### src/rtl/irc_pkg.sv
// shared constants, register map and helper functions for the ir edge capture block
package irc_pkg;

  localparam int AXI_ADDR_W = 8;
  localparam int DATA_W = 32;
  localparam int BYTE_W = 8;
  localparam int IDX_W = 6;

  // register indices; byte address is four times the index
  localparam logic [IDX_W-1:0] IDX_FLAGS = 6'h01;
  localparam logic [IDX_W-1:0] IDX_SETUP = 6'h02;
  localparam logic [IDX_W-1:0] IDX_CAP_LO = 6'h03;
  localparam logic [IDX_W-1:0] IDX_CAP_HI = 6'h04;
  localparam logic [IDX_W-1:0] IDX_MASK = 6'h05;
  localparam int IDX_LSB = 2;

  // capture_event_flags layout
  localparam int FLAG_RISE = 2;
  localparam int FLAG_FALL = 1;
  localparam int FLAG_TOUT = 0;
  localparam int FLAG_N = 3;
  localparam logic [BYTE_W-1:0] FLAGS_MASK = 8'h07;
  localparam logic [BYTE_W-1:0] FLAGS_RST = 8'h00;
  localparam logic [BYTE_W-1:0] MASK_RST = 8'h00;

  // capture_setup layout
  localparam int SETUP_HALT = 6;
  localparam int SETUP_EDGE_LO = 4;
  localparam int SETUP_FILT_LO = 2;
  localparam int SETUP_RATE_LO = 0;
  localparam int SEL_W = 2;
  localparam logic [BYTE_W-1:0] SETUP_MASK = 8'h7f;
  localparam logic [BYTE_W-1:0] SETUP_RST = 8'h40;

  // edge_select bits
  localparam int EDGE_RISE_BIT = 0;
  localparam int EDGE_FALL_BIT = 1;

  localparam logic [1:0] RESP_OKAY = 2'h0;
  localparam logic [1:0] RESP_SLVERR = 2'h2;

  // count_rate_select divisors
  localparam int DIV_W = 6;
  localparam logic [DIV_W-1:0] DIV_SEL0 = 6'h20;
  localparam logic [DIV_W-1:0] DIV_SEL1 = 6'h04;
  localparam logic [DIV_W-1:0] DIV_SEL2 = 6'h08;
  localparam logic [DIV_W-1:0] DIV_SEL3 = 6'h10;

  // pulse_filter_select lengths in system clocks, zero means bypass
  localparam int FILT_W = 5;
  localparam logic [FILT_W-1:0] FILT_SEL0 = 5'h00;
  localparam logic [FILT_W-1:0] FILT_SEL1 = 5'h02;
  localparam logic [FILT_W-1:0] FILT_SEL2 = 5'h08;
  localparam logic [FILT_W-1:0] FILT_SEL3 = 5'h10;

  function automatic logic [DIV_W-1:0] irc_rate_div_of(input logic [SEL_W-1:0] sel);
    case (sel)
      2'h1: irc_rate_div_of = DIV_SEL1;
      2'h2: irc_rate_div_of = DIV_SEL2;
      2'h3: irc_rate_div_of = DIV_SEL3;
      default: irc_rate_div_of = DIV_SEL0;
    endcase
  endfunction : irc_rate_div_of

  function automatic logic [FILT_W-1:0] irc_filt_len_of(input logic [SEL_W-1:0] sel);
    case (sel)
      2'h1: irc_filt_len_of = FILT_SEL1;
      2'h2: irc_filt_len_of = FILT_SEL2;
      2'h3: irc_filt_len_of = FILT_SEL3;
      default: irc_filt_len_of = FILT_SEL0;
    endcase
  endfunction : irc_filt_len_of

  function automatic logic [IDX_W-1:0] irc_idx_of(input logic [AXI_ADDR_W-1:0] addr);
    irc_idx_of = addr[IDX_LSB +: IDX_W];
  endfunction : irc_idx_of

  function automatic logic irc_idx_mapped(input logic [IDX_W-1:0] idx);
    irc_idx_mapped = (idx >= IDX_FLAGS) && (idx <= IDX_MASK);
  endfunction : irc_idx_mapped

endpackage : irc_pkg

### src/rtl/irc_capture_top.sv
// ir remote edge capture unit with axi4-lite register slave
// Behaviour
// - each capture is read as low byte and high byte registers
// - value measures time since last capture, or since last overflow when timeout set
// - bit 2 set by captured rising edge, write one clears, zero ignored
// - bit 1 set by captured falling edge, write one clears, zero ignored
// - bit 0 set on counter timeout, write one clears, zero ignored
// - opposite polarity flag stays pending and keeps interrupt up after first serviced
// - repeated same polarity edge overwrites the older capture, no queueing
// - setup bit 6 halts and clears counter; set after reset
// - setup bits 5:4 choose none, rising, falling or both edges; reset 00
// - setup bits 3:2 reject pulses under 2, 8, 16 clocks; reset 00
// - setup bits 1:0 pick counter rate clock/32, /4, /8, /16; reset 00
// - low capture byte read only, reset zero, latest low eight bits
// - high capture byte read only, reset zero, latest high eight bits
module irc_capture_top
  import irc_pkg::*;
#(
  parameter int CNT_W = 16,
  parameter int ADDR_W = AXI_ADDR_W
) (
  input logic aclk,
  input logic aresetn,
  input logic [ADDR_W-1:0] s_axi_awaddr,
  input logic [2:0] s_axi_awprot,
  input logic s_axi_awvalid,
  output logic s_axi_awready,
  input logic [DATA_W-1:0] s_axi_wdata,
  input logic [DATA_W/8-1:0] s_axi_wstrb,
  input logic s_axi_wvalid,
  output logic s_axi_wready,
  output logic [1:0] s_axi_bresp,
  output logic s_axi_bvalid,
  input logic s_axi_bready,
  input logic [ADDR_W-1:0] s_axi_araddr,
  input logic [2:0] s_axi_arprot,
  input logic s_axi_arvalid,
  output logic s_axi_arready,
  output logic [DATA_W-1:0] s_axi_rdata,
  output logic [1:0] s_axi_rresp,
  output logic s_axi_rvalid,
  input logic s_axi_rready,
  input logic ir_in,
  output logic irq
);

  // a shorter counter keeps a wrap reachable in simulation; the high byte then reads zero-extended
  if (CNT_W < BYTE_W + 1 || CNT_W > 2 * BYTE_W) begin : g_bad_cnt
    $error("capture counter must be between nine bits and two bytes wide");
  end
  if (ADDR_W != AXI_ADDR_W) begin : g_bad_addr
    $error("address width must match the register map");
  end

  localparam logic [CNT_W-1:0] CNT_MAX = '1;
  localparam logic [CNT_W-1:0] CNT_ONE = {{(CNT_W-1){1'b0}}, 1'b1};

  // ---- registers
  logic [BYTE_W-1:0] flags_reg;
  logic [BYTE_W-1:0] setup_reg;
  logic [BYTE_W-1:0] mask_reg;
  logic [CNT_W-1:0] count_reg;
  logic [CNT_W-1:0] cap_reg;
  logic filt_prev_reg;
  logic irq_reg;

  // ---- bus state
  logic awready_reg;
  logic wready_reg;
  logic bvalid_reg;
  logic [1:0] bresp_reg;
  logic arready_reg;
  logic rvalid_reg;
  logic [1:0] rresp_reg;
  logic [DATA_W-1:0] rdata_reg;
  logic aw_held_reg;
  logic w_held_reg;
  logic [ADDR_W-1:0] aw_addr_reg;
  logic [BYTE_W-1:0] w_byte_reg;
  logic w_lane0_reg;

  // ---- setup fields
  logic halt;
  logic [SEL_W-1:0] edge_sel;
  logic [SEL_W-1:0] filt_sel;
  logic [SEL_W-1:0] rate_sel;

  assign halt = setup_reg[SETUP_HALT];
  assign edge_sel = setup_reg[SETUP_EDGE_LO +: SEL_W];
  assign filt_sel = setup_reg[SETUP_FILT_LO +: SEL_W];
  assign rate_sel = setup_reg[SETUP_RATE_LO +: SEL_W];

  // ---- input path and tick
  logic filt_level;
  logic tick;

  irc_pulse_filter u_filter (
    .aclk(aclk),
    .aresetn(aresetn),
    .pin_in(ir_in),
    .filt_sel(filt_sel),
    .level(filt_level)
  );

  // divider is held cleared while halted so a restart begins on a full period
  irc_rate_div u_div (
    .aclk(aclk),
    .aresetn(aresetn),
    .clear(halt),
    .rate_sel(rate_sel),
    .tick(tick)
  );

  // ---- edge qualification
  logic rise_evt;
  logic fall_evt;
  logic rise_cap;
  logic fall_cap;
  logic edge_cap;
  logic wrap;
  logic tout_set;

  assign rise_evt = filt_level && !filt_prev_reg;
  assign fall_evt = !filt_level && filt_prev_reg;
  assign rise_cap = rise_evt && edge_sel[EDGE_RISE_BIT];
  assign fall_cap = fall_evt && edge_sel[EDGE_FALL_BIT];
  assign edge_cap = rise_cap || fall_cap;
  assign wrap = count_reg == CNT_MAX;
  assign tout_set = !halt && !edge_cap && tick && wrap;

  // ---- write channel
  logic aw_hs;
  logic w_hs;
  logic do_write;
  logic aw_held_next;
  logic w_held_next;
  logic bvalid_next;
  logic [IDX_W-1:0] wr_idx;
  logic wr_mapped;
  logic wr_flags;
  logic wr_setup;
  logic wr_mask;

  assign aw_hs = s_axi_awvalid && awready_reg;
  assign w_hs = s_axi_wvalid && wready_reg;
  assign do_write = aw_held_reg && w_held_reg && !bvalid_reg;
  assign aw_held_next = (aw_held_reg || aw_hs) && !do_write;
  assign w_held_next = (w_held_reg || w_hs) && !do_write;
  assign bvalid_next = do_write || (bvalid_reg && !s_axi_bready);
  assign wr_idx = irc_idx_of(aw_addr_reg);
  assign wr_mapped = irc_idx_mapped(wr_idx);
  assign wr_flags = do_write && w_lane0_reg && (wr_idx == IDX_FLAGS);
  assign wr_setup = do_write && w_lane0_reg && (wr_idx == IDX_SETUP);
  assign wr_mask = do_write && w_lane0_reg && (wr_idx == IDX_MASK);

  // ---- read channel
  logic ar_hs;
  logic rvalid_next;
  logic [IDX_W-1:0] rd_idx;
  logic [BYTE_W-1:0] rd_byte;
  logic [BYTE_W-1:0] cap_hi;

  assign cap_hi = BYTE_W'(cap_reg >> BYTE_W);
  assign ar_hs = s_axi_arvalid && arready_reg;
  assign rvalid_next = ar_hs || (rvalid_reg && !s_axi_rready);
  assign rd_idx = irc_idx_of(s_axi_araddr);
  assign rd_byte = (rd_idx == IDX_FLAGS) ? (flags_reg & FLAGS_MASK) :
                   (rd_idx == IDX_SETUP) ? (setup_reg & SETUP_MASK) :
                   (rd_idx == IDX_CAP_LO) ? cap_reg[BYTE_W-1:0] :
                   (rd_idx == IDX_CAP_HI) ? cap_hi :
                   (rd_idx == IDX_MASK) ? (mask_reg & FLAGS_MASK) : 8'h00;

  // ---- next register values
  logic [FLAG_N-1:0] flag_clr;
  logic [FLAG_N-1:0] flag_set;
  logic [BYTE_W-1:0] flags_next;
  logic [CNT_W-1:0] count_next;

  // hardware set beats a same-cycle clear so no event is lost
  assign flag_clr = wr_flags ? w_byte_reg[FLAG_N-1:0] : '0;
  assign flag_set = {rise_cap, fall_cap, tout_set};
  assign flags_next = {{(BYTE_W-FLAG_N){1'b0}}, flag_set | (flags_reg[FLAG_N-1:0] & ~flag_clr)};
  assign count_next = halt ? '0 :
                      edge_cap ? '0 :
                      !tick ? count_reg :
                      wrap ? '0 : count_reg + CNT_ONE;

  always_ff @(posedge aclk) begin
    if (!aresetn) begin
      flags_reg <= FLAGS_RST;
      setup_reg <= SETUP_RST;
      mask_reg <= MASK_RST;
      count_reg <= '0;
      cap_reg <= '0;
      filt_prev_reg <= 1'b0;
      irq_reg <= 1'b0;
    end else begin
      flags_reg <= flags_next;
      if (wr_setup) begin
        setup_reg <= w_byte_reg & SETUP_MASK;
      end
      if (wr_mask) begin
        mask_reg <= w_byte_reg & FLAGS_MASK;
      end
      count_reg <= count_next;
      if (edge_cap) begin
        cap_reg <= count_reg;
      end
      filt_prev_reg <= filt_level;
      irq_reg <= |(flags_reg & mask_reg);
    end
  end

  always_ff @(posedge aclk) begin
    if (!aresetn) begin
      aw_held_reg <= 1'b0;
      w_held_reg <= 1'b0;
      aw_addr_reg <= '0;
      w_byte_reg <= '0;
      w_lane0_reg <= 1'b0;
      awready_reg <= 1'b0;
      wready_reg <= 1'b0;
      bvalid_reg <= 1'b0;
      bresp_reg <= RESP_OKAY;
    end else begin
      aw_held_reg <= aw_held_next;
      w_held_reg <= w_held_next;
      if (aw_hs) begin
        aw_addr_reg <= s_axi_awaddr;
      end
      if (w_hs) begin
        w_byte_reg <= s_axi_wdata[BYTE_W-1:0];
        w_lane0_reg <= s_axi_wstrb[0];
      end
      awready_reg <= !aw_held_next && !bvalid_next;
      wready_reg <= !w_held_next && !bvalid_next;
      bvalid_reg <= bvalid_next;
      if (do_write) begin
        bresp_reg <= wr_mapped ? RESP_OKAY : RESP_SLVERR;
      end
    end
  end

  always_ff @(posedge aclk) begin
    if (!aresetn) begin
      arready_reg <= 1'b0;
      rvalid_reg <= 1'b0;
      rresp_reg <= RESP_OKAY;
      rdata_reg <= '0;
    end else begin
      arready_reg <= !rvalid_next;
      rvalid_reg <= rvalid_next;
      if (ar_hs) begin
        rdata_reg <= {{(DATA_W-BYTE_W){1'b0}}, rd_byte};
        rresp_reg <= irc_idx_mapped(rd_idx) ? RESP_OKAY : RESP_SLVERR;
      end
    end
  end

  assign s_axi_awready = awready_reg;
  assign s_axi_wready = wready_reg;
  assign s_axi_bvalid = bvalid_reg;
  assign s_axi_bresp = bresp_reg;
  assign s_axi_arready = arready_reg;
  assign s_axi_rvalid = rvalid_reg;
  assign s_axi_rresp = rresp_reg;
  assign s_axi_rdata = rdata_reg;
  assign irq = irq_reg;
endmodule : irc_capture_top

### src/rtl/irc_pulse_filter.sv
// pin synchroniser and glitch filter for the demodulated ir input
module irc_pulse_filter
  import irc_pkg::*;
(
  input logic aclk,
  input logic aresetn,
  input logic pin_in,
  input logic [SEL_W-1:0] filt_sel,
  output logic level
);

  logic sync1_reg;
  logic sync2_reg;
  logic level_reg;
  logic [FILT_W-1:0] run_reg;
  logic [FILT_W-1:0] filt_len;
  logic differs;
  logic accept;

  assign filt_len = irc_filt_len_of(filt_sel);
  assign differs = sync2_reg != level_reg;
  // a new level is taken only once it has stood filt_len clocks
  assign accept = (filt_len == FILT_SEL0) || (run_reg >= filt_len - 5'h01);
  assign level = level_reg;

  always_ff @(posedge aclk) begin
    if (!aresetn) begin
      sync1_reg <= 1'b0;
      sync2_reg <= 1'b0;
      level_reg <= 1'b0;
      run_reg <= '0;
    end else begin
      sync1_reg <= pin_in;
      sync2_reg <= sync1_reg;
      if (differs && accept) begin
        level_reg <= sync2_reg;
        run_reg <= '0;
      end else begin
        run_reg <= differs ? run_reg + 5'h01 : '0;
      end
    end
  end

endmodule : irc_pulse_filter

### src/rtl/irc_rate_div.sv
// divider that turns the system clock into the capture counter tick
module irc_rate_div
  import irc_pkg::*;
(
  input logic aclk,
  input logic aresetn,
  input logic clear,
  input logic [SEL_W-1:0] rate_sel,
  output logic tick
);

  logic [DIV_W-1:0] cnt_reg;
  logic tick_reg;
  logic [DIV_W-1:0] div_last;
  logic at_last;

  assign div_last = irc_rate_div_of(rate_sel) - 6'h01;
  // >= so a rate change to a shorter divisor cannot overrun the count
  assign at_last = cnt_reg >= div_last;
  assign tick = tick_reg;

  always_ff @(posedge aclk) begin
    if (!aresetn || clear) begin
      cnt_reg <= '0;
      tick_reg <= 1'b0;
    end else begin
      cnt_reg <= at_last ? '0 : cnt_reg + 6'h01;
      tick_reg <= at_last;
    end
  end

endmodule : irc_rate_div

### config.mk
export PLATFORM = sky130hd
export DESIGN_NAME = irc_capture_top
export DESIGN_NICKNAME = d
export VERILOG_FILES = /design/src/rtl/irc_pkg.sv /design/src/rtl/irc_capture_top.sv /design/src/rtl/irc_pulse_filter.sv /design/src/rtl/irc_rate_div.sv
export SDC_FILE = /design/constraint.sdc
export NUM_CORES = 1
export LEC_CHECK = 0
export ABC_AREA = 1
export BUFFER_PORTS_ARGS = -buffer_cell sky130_fd_sc_hd__buf_2
export CORE_MARGIN = 4
export CORE_UTILIZATION = 59
export CTS_BUF_LIST = sky130_fd_sc_hd__clkbuf_8
export CTS_CLUSTER_DIAMETER = 120
export CTS_CLUSTER_SIZE = 24
export DETAILED_ROUTE_END_ITERATION = 8
export PLACE_DENSITY = 0.87
export SLEW_MARGIN = 20
export SYNTH_ARGS = -nofsm -noshare
export SYNTH_HDL_FRONTEND = slang
export SYNTH_SLANG_ARGS = --single-unit
### constraint.sdc
create_clock -name aclk -period 3.4 [get_ports aclk]
set_clock_uncertainty 0.05 [all_clocks]
set_input_delay 0.34 -clock aclk [delete_from_list [all_inputs] [get_ports aclk]]
set_output_delay 0.34 -clock aclk [all_outputs]
set_load 0.1 [all_outputs]
---- After elaboration in Yosys (flattened, before gate mapping) ----
Cells that the tools add are included.
W data, S select, Z words.
storage, ports and cells
  register bits ........................... 102
  bits in latches ......................... 0
  RAM bits ................................ 0
  bits in read-only memories .............. 0
  bits of input ports ..................... 66
  output and inout bits ................... 42
  word-level logic and storage cells ...... 121
  memories kept ........................... 0
operators by class
  add/subtract/negate cells ............... 5
  multiply operators ...................... 0
  divide/modulo/power cells ............... 0
  order comparisons ....................... 6
  eq/ne operators ......................... 16
  shift operators ......................... 0
  mux-type cells .......................... 11
  bitwise operators ....................... 6
  reduce and logical (&&, ||, !) cells .... 50
operator list
  kind                     count
  $mux W8                  4
  $logic_and A1 B1 Y1      25
  $eq A6 B2 Y1 const B     3
  $eq A6 B3 Y1 const B     3
  $pmux W6 S3              1
  $add A16 B1 Y16 const B  1
  $eq A16 B16 Y1 const B   1
  $mux W16                 1
  $pmux W5 S3              1
  $logic_not A1 Y1         13
  $eq A6 B1 Y1 const B     2
  $ge A6 B1 Y1 const B     2
  $le A6 B3 Y1 const B     2
  $and A8 B3 Y8            1
  $eq A2 B2 Y1 const B     4
  $reduce_or A8 Y1         1
  $logic_or A1 B1 Y1       7
  $add A6 B1 Y6 const B    1
  $ge A6 B6 Y1             1
  $mux W3                  2
  $reduce_or A3 Y1         2
  $sub A6 B1 Y6 const B    1
  $add A5 B1 Y5 const B    1
  $ge A5 B5 Y1             1
  10 further kinds         13

---- Logic depth before layout (Yosys ltp) ----
Gate-level depths: netlist (run 1).
  word-level depth ........................ 9
  mapped depth ............................ 10
  mapped depth without buffers ............ 10

---- Cells and area by module ----
A second synthesis (run 1) with hierarchy kept.
unflattened totals
  cell total of the unflattened synthesis .. 589
  area, all modules ....................... 4440.5 µm²
by module, submodules not included
  module            instances  cells an instance  area each (µm²)  seq. area each (µm²)
  irc_capture_top   1          481                3572.2           1561.5
  irc_rate_div      1          55                 437.9            140.1
  irc_pulse_filter  1          53                 430.4            160.2

---- Worst setup path before layout (run 1) ----
No wires, ideal clock.
  path kind ............................... register to register
  start point ............................. reg arready_reg, in the netlist s_axi_arready
  end point ............................... reg rdata_reg[0], in the netlist s_axi_rdata[0]
  setup time .............................. 119 ps
  arrival time ............................ 1878 ps
  required time ........................... 3231 ps
  slack ................................... 1353 ps
  cell stages (with the launch flop) ...... 7
  buffers on the path ..................... 1
  period minus slack after synthesis ...... 2047 ps
  cell sequence ........................... dfxtp_1 > nand2_1 > inv_1 > clkbuf_1 > nand2_1 > nor2_1 > nor2_1
on the way
  cells in the longest elaborated chain, start to end .. 1
RTL lines
  element                   RTL line                RTL
  start: declaration        irc_capture_top.sv:72   logic arready_reg;
  start signal: assignment  irc_capture_top.sv:251  arready_reg <= !rvalid_next;
  $logic_and A1 B1 Y1       irc_capture_top.sv:164  assign ar_hs = s_axi_arvalid && arready_reg;
  end signal: assignment    irc_capture_top.sv:254  rdata_reg <= {{(DATA_W-BYTE_W){1'b0}}, rd_byte};
  end: declaration          irc_capture_top.sv:75   logic [DATA_W-1:0] rdata_reg;
Every way passes these cells.
A chain may end at the register's enable or synchronous reset.

---- Worst setup path after layout (run 1) ----
  start point ............................. reg setup_reg[1]
  end point ............................... reg u_div.cnt_reg[2]
on the way
  cells in the longest elaborated chain, start to end .. 5
  elaborated cells on any way between the ends .. 7
  those cells by class .................... 1 x add/sub; 1 x order compare; 3 x eq/ne; 1 x mux; 1 x reduce/logical
RTL lines
  element                                       RTL line                RTL
  start: declaration                            irc_capture_top.sv:60   logic [BYTE_W-1:0] setup_reg;
  start signal: assignment                      irc_capture_top.sv:200  setup_reg <= w_byte_reg & SETUP_MASK;
  $eq A2 B2 Y1 or $eq A2 B1 Y1 (tied branches)  irc_pkg.sv:57           case (sel)
  $pmux W6 S3 *                                 irc_pkg.sv:57
  $sub A6 B1 Y6 *                               irc_rate_div.sv:17      assign div_last = irc_rate_div_of(rate_sel) - 6'h01;
  $ge A6 B6 Y1 *                                irc_rate_div.sv:19      assign at_last = cnt_reg >= div_last;
  $reduce_or A2 Y1 (no line) *                  -
  end signal: assignment                        irc_rate_div.sv:27      cnt_reg <= at_last ? '0 : cnt_reg + 6'h01;
  end: declaration                              irc_rate_div.sv:12      logic [DIV_W-1:0] cnt_reg;
Every way passes the cells marked *; elsewhere a longest branch is shown, timed or not.

==> reports/metrics.yaml, run 1 <==
critical_path:
  worstSetupPathType: "register to register"
  crit_chain: "inv_1 > ha_1 > xnor2_1 > ha_1 > nand2_1 > o21bai_1 > nand2_1 > a21oi_1 > nand2_1 > nor3b_1"
  crit_fanout: 6
  end_kind: "register"
  start_kind: "register"
  cpPeakStageDelay_ns: 0.37
  cp.required_ns: 3.64
  slowest_stage: "dfxtp_1"
  r2r_slack_ns: 1.25
  cp_top_family: "simple AND/OR/NAND/NOR gates"
  crit_arrival_ns: 2.39
  crit_top_cell: "nand2_1"
  timing.rr.end: "u_div.cnt_reg[2]$_SDFF_PP0_"
  reg2regPathDepth: 10
  r2r-start: "setup_reg[1]$_SDFFE_PN0P_"
  critPathBufInv: 1
die:
  start_util_pct: 61.8
  rows: 30
  core-area_um2: 6940
  die-area_um2: 8710
  dieWidth_um: 93.3
  io_pins: 108
  chipHeight_um: 93.3
logic_synthesis:
  syn_inst: 572
  synth-edff-count: 0
  yosys-top-cells-area: "dfxtp_1 (43%), nor2_1 (7.3%), nand2_1 (6.4%)"
  syn_area_um2: 4290
  ys.flop_type: "dfxtp_1"
  ys_seq_area_share_pct: 43.4
  synth_top_area_share_pct: 43.4
  ys_ff_latch: 93
  synth.avg_cell_area_um2: 7.51
  ys_async_sr_fraction_pct: 0
  yosys.area.top_type: "dfxtp_1"
  yosysWarnings: 0
  ys_types: 33
detailed_routing:
  ant_nets: 0
  wl_per_cell_um: 13.1
  viasPerCell: 5.32
  drc: 0
  vias: 3774
  routed_wirelength_mm: 9.27
  drt-initial-drc-count: 218
  firstDrtPassIters: 5
sta:
  fmax_ghz: 0.466
  post-route-period-util_pct: 63.2
  hold_viol: 0
  fin_tns_setup_ns: 0
  rsz0062_at_grt: "no"
  slew_headroom_pct: 47.7
  setup_violations: 0
  worst_pin_slew_ns: 0.783
  drv_slew: 0
  fin_ws_ns: 1.25
  finalCriticalPeriod_ns: 2.15
finish:
  syn2layout_area_growth_pct: 9.03
  layout_commonest_cell: "dfxtp_1"
  postLayoutCoreUtil_pct: 67.4
  nets: 692
  insertedDiodeCount: 0
  n_fill_cell: 562
  final_cell_mix: "dfxtp_1 (93), nor2_1 (83), nand2_1 (73), inv_1 (57)"
  final_cell_count_no_fill: 710
  drive_above_1_share_pct: 13.0
cts:
  cts.sinks: 93
  numCtsBuffers: 9
  cts_root_buffer: "clkbuf_8"
  htreeDepth: 3
  tritoncts: "built"
  cts-resized-gates: 0
  holdBufCountCts: 0
  insertion_delay_ns: 0.37
  clkTransAtPathRegs_ns: 0.09
  cts_setup_buffers: 0
  clockBufferDepth: 2
worst_hold_path:
  worstHoldPathType: "input pin to register"
  min-delay-start: "ir_in"
  worstHoldEndpoint: "u_filter.sync1_reg$_SDFF_PN0_"
  worstHoldPathCells: 3
power:
  power.total_mw: 2.23
  power.density_nw_per_um2: 477
  max-vdd-ir-drop_mv: 0.297
  p_leak_nw: 2.07
placed_design:
  io_buffers: 43
  dp_cells: 694
  gp_congestion: 0.911
  pre_cts_ws_ns: 1.30
  dp_hpwl_mm: 6.73
grt:
  grt_pass1_vias: 3474
  grt_max_degree: 55
  track_usage_pct: 22.1
  grt_overflow_total: 0
  antenna_found_initial: 0
  grt_pass1_wl_mm: 15.5
outcome:
  status: "finished clean"
flow_run:
  cap_violations: 0
==> tightest hold or removal path, stage by stage <==
cell,delay [ns]
buf_2,0.08
nand2_1,0.05
inv_1,0.04
==> report_power, final <==
part	switching, mW	internal [mW]
clock network	0.389	0.433
logic	0.247	0.0392
registers	0.0135	1.11
==> cells in the mapped netlist (2+ instances only) <==
master	n
ha_1	17
nand3b_1	2
nor2_4	3
o21ai_0	44
nor3_2	2
nand4_1	18
a21oi_1	44
nand2_1	73
buf_2	5
o211ai_1	2
clkbuf_1	9
buf_4	28
nor3_1	11
inv_1	57
o21ai_1	13
nand3_1	33
nand2_2	2
inv_2	9
xnor2_1	2
nor2_1	83
nor2_2	3
dfxtp_1	93
xor2_1	9
==> routing by layer <==
metal	share of wire [%]	track usage, %	up-vias	wire length, um
li1	-	-	1894	-
met5	0	0	-	0
met3	6.0	4.42	13	555
met4	1.4	7.69	0	133
met2	50	38.2	119	4640
met1	42	27.4	1748	3940
==> stage by stage <==
step           hold WS [ns]  cell area, um^2
3_3_place_gp          0.354             4460
2_1_floorplan         0.340             4390
4_1_cts               0.119             4680
5_1_grt               0.124             4680
6_report              0.115             4680
3_5_place_dp          0.354             4460
==> logic make-up (layout without fill, tap and decap cells) <==
family | count (synthesis) | count (layout) | synth area share, %
flops | 93 | 93 | 43.4
fa+ha+maj | 17 | 17 | 4.95
simple gates | 234 | 234 | 24.4
xor+xnor | 11 | 11 | 2.24
other cells | 1 | 26 | 0.0873
compound gates | 107 | 107 | 12.8
buf+inv | 109 | 126 | 12.1
==> layout make-up <==
cell class	instances	area [um^2]	area share, %
inverter	66	248	5.29
clock inverter	6	86.3	1.84
clock buffer	10	138	2.94
timing repair buffer	44	223	4.76
multi-input combinational	395	2010	42.8
sequential	93	1860	39.8
tap	96	120	2.57
==> how the worst max path moves through the flow <==
stage / start / endpoint / slack, ns / depth (start not counted)
floorplan: s_axi_arready$_SDFF_PN0_ / s_axi_rdata[0]$_SDFFE_PN0P_ / 1.35 / 6
global placement: aresetn / count_reg[15]$_SDFFE_PP0P_ / 1.42 / 10
detailed placement: setup_reg[0]$_SDFFE_PN0P_ / u_div.cnt_reg[2]$_SDFF_PP0_ / 1.30 / 10
CTS: setup_reg[0]$_SDFFE_PN0P_ / u_div.cnt_reg[2]$_SDFF_PP0_ / 1.25 / 10
global route: setup_reg[0]$_SDFFE_PN0P_ / u_div.cnt_reg[2]$_SDFF_PP0_ / 1.03 / 10
finish: setup_reg[1]$_SDFFE_PN0P_ / u_div.cnt_reg[2]$_SDFF_PP0_ / 1.25 / 10
Note: power is estimated with default switching activity, not from simulation.
==> run 2: changes to the inputs <==
--- a/config.mk
+++ b/config.mk
@@ -5,15 +5,15 @@
 export SDC_FILE = /design/constraint.sdc
 export NUM_CORES = 1
 export LEC_CHECK = 0
-export ABC_AREA = 1
+export ABC_AREA = 0
 export BUFFER_PORTS_ARGS = -buffer_cell sky130_fd_sc_hd__buf_2
 export CORE_MARGIN = 4
-export CORE_UTILIZATION = 59
+export CORE_UTILIZATION = 50
 export CTS_BUF_LIST = sky130_fd_sc_hd__clkbuf_8
 export CTS_CLUSTER_DIAMETER = 120
 export CTS_CLUSTER_SIZE = 24
 export DETAILED_ROUTE_END_ITERATION = 8
-export PLACE_DENSITY = 0.87
+export PLACE_DENSITY = 0.79
 export SLEW_MARGIN = 20
 export SYNTH_ARGS = -nofsm -noshare
 export SYNTH_HDL_FRONTEND = slang
==> constraint.sdc (replaced) <==
create_clock -name aclk -period 1.9 [get_ports aclk]
set_clock_uncertainty 0.05 [all_clocks]
set_input_delay 0.19 -clock aclk [delete_from_list [all_inputs] [get_ports aclk]]
set_output_delay 0.19 -clock aclk [all_outputs]
set_load 0.1 [all_outputs]
==> reports/metrics.yaml, run 2 <==
logic_synthesis:
  synth-edff-count: 0  # unchanged
  ys_types: 50  # was 33
  yosys.area.top_type: "dfxtp_1"  # unchanged
  synth_most_common_cell: "dfxtp_1"  # unchanged
  ys.flop_type: "dfxtp_1"  # unchanged
  synth_top_area_share_pct: 43.2  # was 43.4%
  yosysWarnings: 0  # unchanged
  ys_async_sr_fraction_pct: 0  # unchanged
  synth.avg_cell_area_um2: 8.45  # was 7.51 um^2
  yosys-top-cells-area: "dfxtp_1 (43%), nand2_1 (7.2%), a21oi_1 (5.3%)"  # was dfxtp_1 (43%), nor2_1 (7.3%), nand2_1 (6.4%)
  ys_ff_latch: 93  # unchanged
  ys_top_cells_by_count: "dfxtp_1 (93), nand2_1 (83), a21oi_1 (46)"  # was dfxtp_1 (93), nor2_1 (83), nand2_1 (73)
  syn_area_um2: 4310  # was 4290 um^2
  syn_inst: 510  # was 572
  ys_seq_area_share_pct: 43.2  # was 43.4%
placed_design:
  gp_congestion: 0.864  # was 0.911
  dp_cells: 646  # was 694
  dp_hpwl_mm: 6.56  # was 6.73 mm
  io_buffers: 43  # unchanged
  placed_cell_area_um2: 4540  # was 4460 um^2
critical_path:
  cpPeakStageDelay_ns: 0.57  # was 0.37 ns
  crit_fanout: 5  # was 6
  path_depth: 7  # was 10
  cp.required_ns: 2.16  # was 3.64 ns
  reg2regPathDepth: 7  # was 10
  slowest_stage: "or4b_4"  # was dfxtp_1
  end_kind: "register"  # unchanged
  crit_top_cell: "ha_1"  # was nand2_1
  critPathBufInv: 2  # was 1
  start_kind: "register"  # unchanged
  crit_chain: "inv_4 > ha_1 > inv_1 > ha_1 > nor2b_2 > or4b_4 > nor2_2"  # was inv_1 > ha_1 > xnor2_1 > ha_1 > nand2_1 > o21bai_1 > nand2_1 > a21oi_1 > nand2_1 > nor3b_1
  worstSetupPathType: "register to register"  # unchanged
  crit_arrival_ns: 2.14  # was 2.39 ns
  cp_top_family: "simple AND/OR/NAND/NOR gates"  # unchanged
sta:
  drv_slew: 0  # unchanged
  rsz0062_at_grt: "yes"  # was no
  holdWs_ns: 0.0184  # was 0.115 ns
  post-route-period-util_pct: 99.2  # was 63.2%
  hold_viol: 0  # unchanged
  finalCriticalPeriod_ns: 1.89  # was 2.15 ns
  fmax_ghz: 0.530  # was 0.466 GHz
  setup_violations: 0  # unchanged
die:
  die-area_um2: 10200  # was 8710 um^2
  io_pins: 108  # unchanged
  core-area_um2: 8300  # was 6940 um^2
  chipHeight_um: 101  # was 93.3 um
  dieWidth_um: 101  # was 93.3 um
  rows: 33  # was 30
  start_util_pct: 51.9  # was 61.8%
detailed_routing:
  drc: 0  # unchanged
  wl_per_cell_um: 13.6  # was 13.1 um
  ant_nets: 0  # unchanged
  viasPerCell: 5.27  # was 5.32
  vias: 3534  # was 3,774
  drt-initial-drc-count: 194  # was 218
  routed_wirelength_mm: 9.14  # was 9.27 mm
  firstDrtPassIters: 6  # was 5
power:
  p_seq_share_pct: 51.7  # was 50.4%
  p_leak_nw: 1.87  # was 2.07 nW
  max-vdd-ir-drop_mv: 0.369  # was 0.297 mV
  swShare_pct: 30.8  # was 29.1%
  p_comb_share_pct: 14.5  # was 12.8%
  power.density_nw_per_um2: 786  # was 477 nW/um^2
  p_switching_mw: 1.20  # was 0.650 mW
  power.total_mw: 3.90  # was 2.23 mW
  p_int_mw: 2.70  # was 1.58 mW
  pwr-share-clk_pct: 33.8  # was 36.8%
flow_run:
  cap_violations: 0  # unchanged
finish:
  final_area_um2: 4960  # was 4680 um^2
  drive_above_1_share_pct: 17.7  # was 13.0%
  final_cell_count_no_fill: 670  # was 710
  syn2layout_area_growth_pct: 15.0  # was 9.03%
  final_cell_mix: "dfxtp_1 (90), nand2_1 (83), a21oi_1 (44), buf_2 (43), nor2_1 (30)"  # was dfxtp_1 (93), nor2_1 (83), nand2_1 (73), inv_1 (57)
  nets: 643  # was 692
  insertedDiodeCount: 0  # unchanged
  n_fill_cell: 711  # was 562
  layout_commonest_cell: "dfxtp_1"  # unchanged
cts:
  numCtsBuffers: 9  # unchanged
  cts.sinks: 93  # unchanged
  cts_root_buffer: "clkbuf_8"  # unchanged
  clkTransAtPathRegs_ns: 0.09  # about the same
  tritoncts: "built"  # unchanged
  cts_setup_buffers: 0  # unchanged
  htreeDepth: 3  # unchanged
  insertion_delay_ns: 0.36  # was 0.37 ns
  clockBufferDepth: 2  # unchanged
worst_hold_path:
  worstHoldPathCells: 3  # unchanged
  worstHoldPathType: "input pin to register"  # unchanged
grt:
  grt_overflow_total: 0  # unchanged
  grt_pass1_wl_mm: 15.0  # was 15.5 mm
  grt_max_degree: 23  # was 55
  antenna_found_initial: 0  # unchanged
  grt_pass1_vias: 3250  # was 3,474
  track_usage_pct: 18.3  # was 22.1%
outcome:
  status: "finished clean"  # unchanged
-- run 2: changes by cell type in the layout (fill, tap and decap cells not counted), moves of 8 or more --
cell,change
nor2_1,-53
inv_1,-43
o21ai_0,-33
xnor2_1,+13
nand4_1,-12
nand3_1,-11
buf_4,+10
nand2_1,+10
nor4_1,+10
mux2i_1,+9
dlygate4sd3_1,+8
inv_2,-8
nand2b_1,+8
-- run 2: cell families after synthesis --
logic type | Yosys count | share of synthesized area [%]
multiplexers | 9 | 2.09
XOR/XNOR | 23 | 4.67
other | 1 | 0.0870
adder cells (fa/ha/maj) | 17 | 4.94
buffers and inverters | 63 | 8.13
AO/OA/AOI/OAI | 85 | 11.2
flip-flops | 93 | 43.2
AND/OR/NAND/NOR | 219 | 25.7
-- run 2: layer usage --
layer	global-route usage [%]	vias to the layer above	wire [um]
met5	0	-	0
met1	23.3	1611	4050
met2	30.1	100	4430
met3	4.08	14	517
li1	-	1809	-
met4	6.84	0	144
-- run 2: cell type report --
| class | instances | area (um^2) | area share, % |
|---|---|---|---|
| Clock buffer | 9 | 124 | 2.50 |
| Sequential cell | 93 | 1870 | 37.6 |
| Timing Repair Buffer | 62 | 378 | 7.62 |
| Tap cell | 105 | 131 | 2.65 |
| Multi-Input combinational cell | 379 | 2320 | 46.9 |
| Clock inverter | 7 | 73.8 | 1.49 |
| Inverter | 15 | 58.8 | 1.19 |
-- run 2: worst min-delay path: stages --
cell	delay [ns]
buf_2	0.09
nand3_1	0.05
a21oi_1	0.05
-- run 2: power by group through the flow --
stage | Combinational (mW) | Sequential (mW) | Clock, mW
detailed placement | 0.548 | 2.06 | 0
finish | 0.564 | 2.01 | 1.32
global placement | 0.545 | 2.06 | 0
global route | 0.593 | 2.02 | 1.43
CTS | 0.562 | 2.01 | 1.35
floorplan | 0.391 | 2.18 | 0
-- run 2: worst paths after layout --
kind / from / slack (ns) / endpoint
setup reg to reg: setup_reg[3]$_SDFFE_PN0P_ / 0.01 / u_filter.run_reg[1]$_SDFF_PP0_
setup / recovery: setup_reg[3]$_SDFFE_PN0P_ / 0.01 / u_filter.run_reg[1]$_SDFF_PP0_
hold / removal: s_axi_awaddr[6] / 0.02 / aw_addr_reg[6]$_SDFFE_PN0P_
hold reg to reg: u_filter.sync1_reg$_SDFF_PN0_ / 0.39 / u_filter.sync2_reg$_SDFF_PN0_
-- run 2: through the flow --
stage	utilization [%]	setup slack (ns)	TNS (ns)
floorplan	-	0.0106	0
global placement	54.7	0.00993	0
detailed placement	54.7	-0.0881	-0.344
CTS	58.6	0.000991	0
global route	59.7	-0.0366	-0.209
finish	59.7	0.0143	0
-- run 2: timing repair --
| item | 4_1_cts | 5_1_grt |
|---|---|---|
| setup endpoints to repair | 5 | 12 |
| resized for setup | 9 | 18 |
| pin swaps | 5 | 7 |
| hold buffers | 8 | 0 |
| endpoints found under the hold margin | 8 | 0 |
==> run 3: changes to the inputs <==
--- a/config.mk
+++ b/config.mk
@@ -14,6 +14,7 @@
 export CTS_CLUSTER_SIZE = 24
 export DETAILED_ROUTE_END_ITERATION = 8
 export PLACE_DENSITY = 0.79
+export RECOVER_POWER = 50
 export SLEW_MARGIN = 20
 export SYNTH_ARGS = -nofsm -noshare
 export SYNTH_HDL_FRONTEND = slang
==> reports/metrics.yaml, run 3 (synthesized netlist as in run 2, its figures left out) <==
grt:
  track_usage_pct: 18.3  # unchanged
  grtUsageMet1_pct: 23.3  # unchanged
  antenna_found_initial: 0  # unchanged
  grt_util_met2_pct: 30.1  # unchanged
  busiest_layer: "met2"  # unchanged
  grt_max_degree: 23  # unchanged
  grt_pass1_vias: 3250  # unchanged
  grt_use_met3_pct: 4.08  # unchanged
  grt_pass1_wl_mm: 15.0  # unchanged
  grt_overflow_total: 0  # unchanged
cts:
  numCtsBuffers: 9  # unchanged
  insertion_delay_ns: 0.37  # was 0.36 ns
  tritoncts: "built"  # unchanged
  htreeDepth: 3  # unchanged
  clockBufferDepth: 2  # unchanged
  cts.sinks: 93  # unchanged
  cts_setup_buffers: 0  # unchanged
  clkTransAtPathRegs_ns: 0.09  # about the same
  cts_root_buffer: "clkbuf_8"  # unchanged
detailed_routing:
  ant_nets: 0  # unchanged
  drc: 0  # unchanged
  wl_per_cell_um: 13.6  # about the same
  firstDrtPassIters: 5  # was 6
  vias: 3536  # was 3,534
  drt-initial-drc-count: 203  # was 194
  routed_wirelength_mm: 9.13  # was 9.14 mm
  viasPerCell: 5.28  # was 5.27
die:
  rows: 33  # unchanged
  io_pins: 108  # unchanged
  dieWidth_um: 101  # unchanged
  core-area_um2: 8300  # unchanged
  die-area_um2: 10200  # unchanged
  start_util_pct: 51.9  # unchanged
  chipHeight_um: 101  # unchanged
critical_path:
  slowest_stage: "or4b_4"  # unchanged
  crit_chain: "inv_4 > ha_1 > inv_1 > ha_1 > nor2b_2 > or4b_4 > nor2_2"  # unchanged
  crit_arrival_ns: 2.15  # was 2.14 ns
  worstSetupPathType: "register to register"  # unchanged
  crit_top_cell: "ha_1"  # unchanged
  crit_fanout: 5  # unchanged
  r2r_slack_ns: 0.01  # about the same
  reg2regPathDepth: 7  # unchanged
  start_kind: "register"  # unchanged
  cpPeakStageDelay_ns: 0.57  # about the same
  cp.required_ns: 2.16  # about the same
  end_kind: "register"  # unchanged
power:
  max-vdd-ir-drop_mv: 0.368  # was 0.369 mV
  power.density_nw_per_um2: 787  # was 786 nW/um^2
  p_leak_nw: 1.85  # was 1.87 nW
  power.total_mw: 3.89  # was 3.90 mW
sta:
  fmax_ghz: 0.530  # about the same
  hold_viol: 0  # unchanged
  fin_ws_ns: 0.0133  # was 0.0143 ns
  drv_slew: 0  # unchanged
  worst_pin_slew_ns: 0.553
  fin_tns_setup_ns: 0  # unchanged
  rsz0062_at_grt: "yes"  # unchanged
  setup_violations: 0  # unchanged
  finalCriticalPeriod_ns: 1.89  # about the same
  post-route-period-util_pct: 99.3  # was 99.2%
  slew_headroom_pct: 63.3
flow_run:
  cap_violations: 0  # unchanged
placed_design:
  dp_hpwl_mm: 6.56  # unchanged
  dp_cells: 646  # unchanged
  gp_congestion: 0.864  # unchanged
  pre_cts_ws_ns: -0.0881  # unchanged
  placed_cell_area_um2: 4540  # unchanged
  io_buffers: 43  # unchanged
finish:
  final_area_um2: 4950  # was 4960 um^2
  insertedDiodeCount: 0  # unchanged
  syn2layout_area_growth_pct: 14.8  # was 15.0%
  drive_above_1_share_pct: 17.3  # was 17.7%
  final_cell_mix: "dfxtp_1 (90), nand2_1 (83), a21oi_1 (44), nor2_1 (30), buf_2 (28)"  # was dfxtp_1 (90), nand2_1 (83), a21oi_1 (44), buf_2 (43), nor2_1 (30)
  nets: 643  # unchanged
  final_cell_count_no_fill: 670  # unchanged
  layout_commonest_cell: "dfxtp_1"  # unchanged
outcome:
  status: "finished clean"  # unchanged
worst_hold_path:
  worstHoldPathType: "input pin to register"  # unchanged
  worstHoldPathCells: 3  # unchanged
==> run 3: cell types whose count changed in the layout (fill, tap and decap cells not counted) <==
cell,before,now
buf_2,43,28
clkbuf_2,0,15
and2_0,0,2
and2_1,6,4
buf_4,11,9
clkbuf_1,0,2
o21ai_0,11,12
o21ai_1,7,6
==> run 3: per-layer routing <==
metal / vias to the layer above / share of wire, %
met5: - / 0
met1: 1611 / 44
met2: 103 / 49
li1: 1810 / -
met4: 0 / 1.4
met3: 12 / 6.4
==> run 3: critical path, delay by kind of cell, from the launching register on <==
kind / cells / cell delay [ns]
adder cells (fa/ha/maj): 2 / 0.45
buffers and inverters: 2 / 0.13
AND/OR/NAND/NOR: 3 / 0.86
flip-flops: 1 / 0.34
==> run 3: timing repair <==
item	in CTS	in global routing
hold buffers	8	0
endpoints found under the setup margin	5	12
endpoints found under the hold margin	8	0
pin swaps	5	7
gates resized for setup	9	18
==> run 3: cell type report <==
class | instances | area, um^2
clock buffer | 9 | 124
clock inverter | 7 | 73.8
fill | 715 | 3350
inverter | 15 | 58.8
multi-input combinational | 379 | 2320
sequential | 93 | 1870
tap | 105 | 131
timing repair buffer | 62 | 370
==> run 3: through the flow <==
| step | hold slack (ns) | utilization, % |
|---|---|---|
| after floorplan | 0.267 | - |
| after global placement | 0.347 | 54.7 |
| after detailed placement | 0.354 | 54.7 |
| after CTS | 0.00146 | 58.6 |
| after global routing | 0.00908 | 59.6 |
| final | 0.0175 | 59.6 |
==> run 3: path summary, 6_finish.rpt <==
kind,start,end
worst min-delay path,s_axi_awaddr[6],aw_addr_reg[6]$_SDFFE_PN0P_
worst min register to register,u_filter.sync1_reg$_SDFF_PN0_,u_filter.sync2_reg$_SDFF_PN0_
worst max-delay path,setup_reg[3]$_SDFFE_PN0P_,u_filter.run_reg[1]$_SDFF_PP0_
worst max register to register,setup_reg[3]$_SDFFE_PN0P_,u_filter.run_reg[1]$_SDFF_PP0_
==> run 3: report_power, final <==
part	total (mW)	switching, mW	leakage, nW	internal, mW
Combinational	0.562	0.468	0.990	0.0941
Sequential	2.01	0.0283	0.755	1.99
Clock	1.32	0.702	0.105	0.615
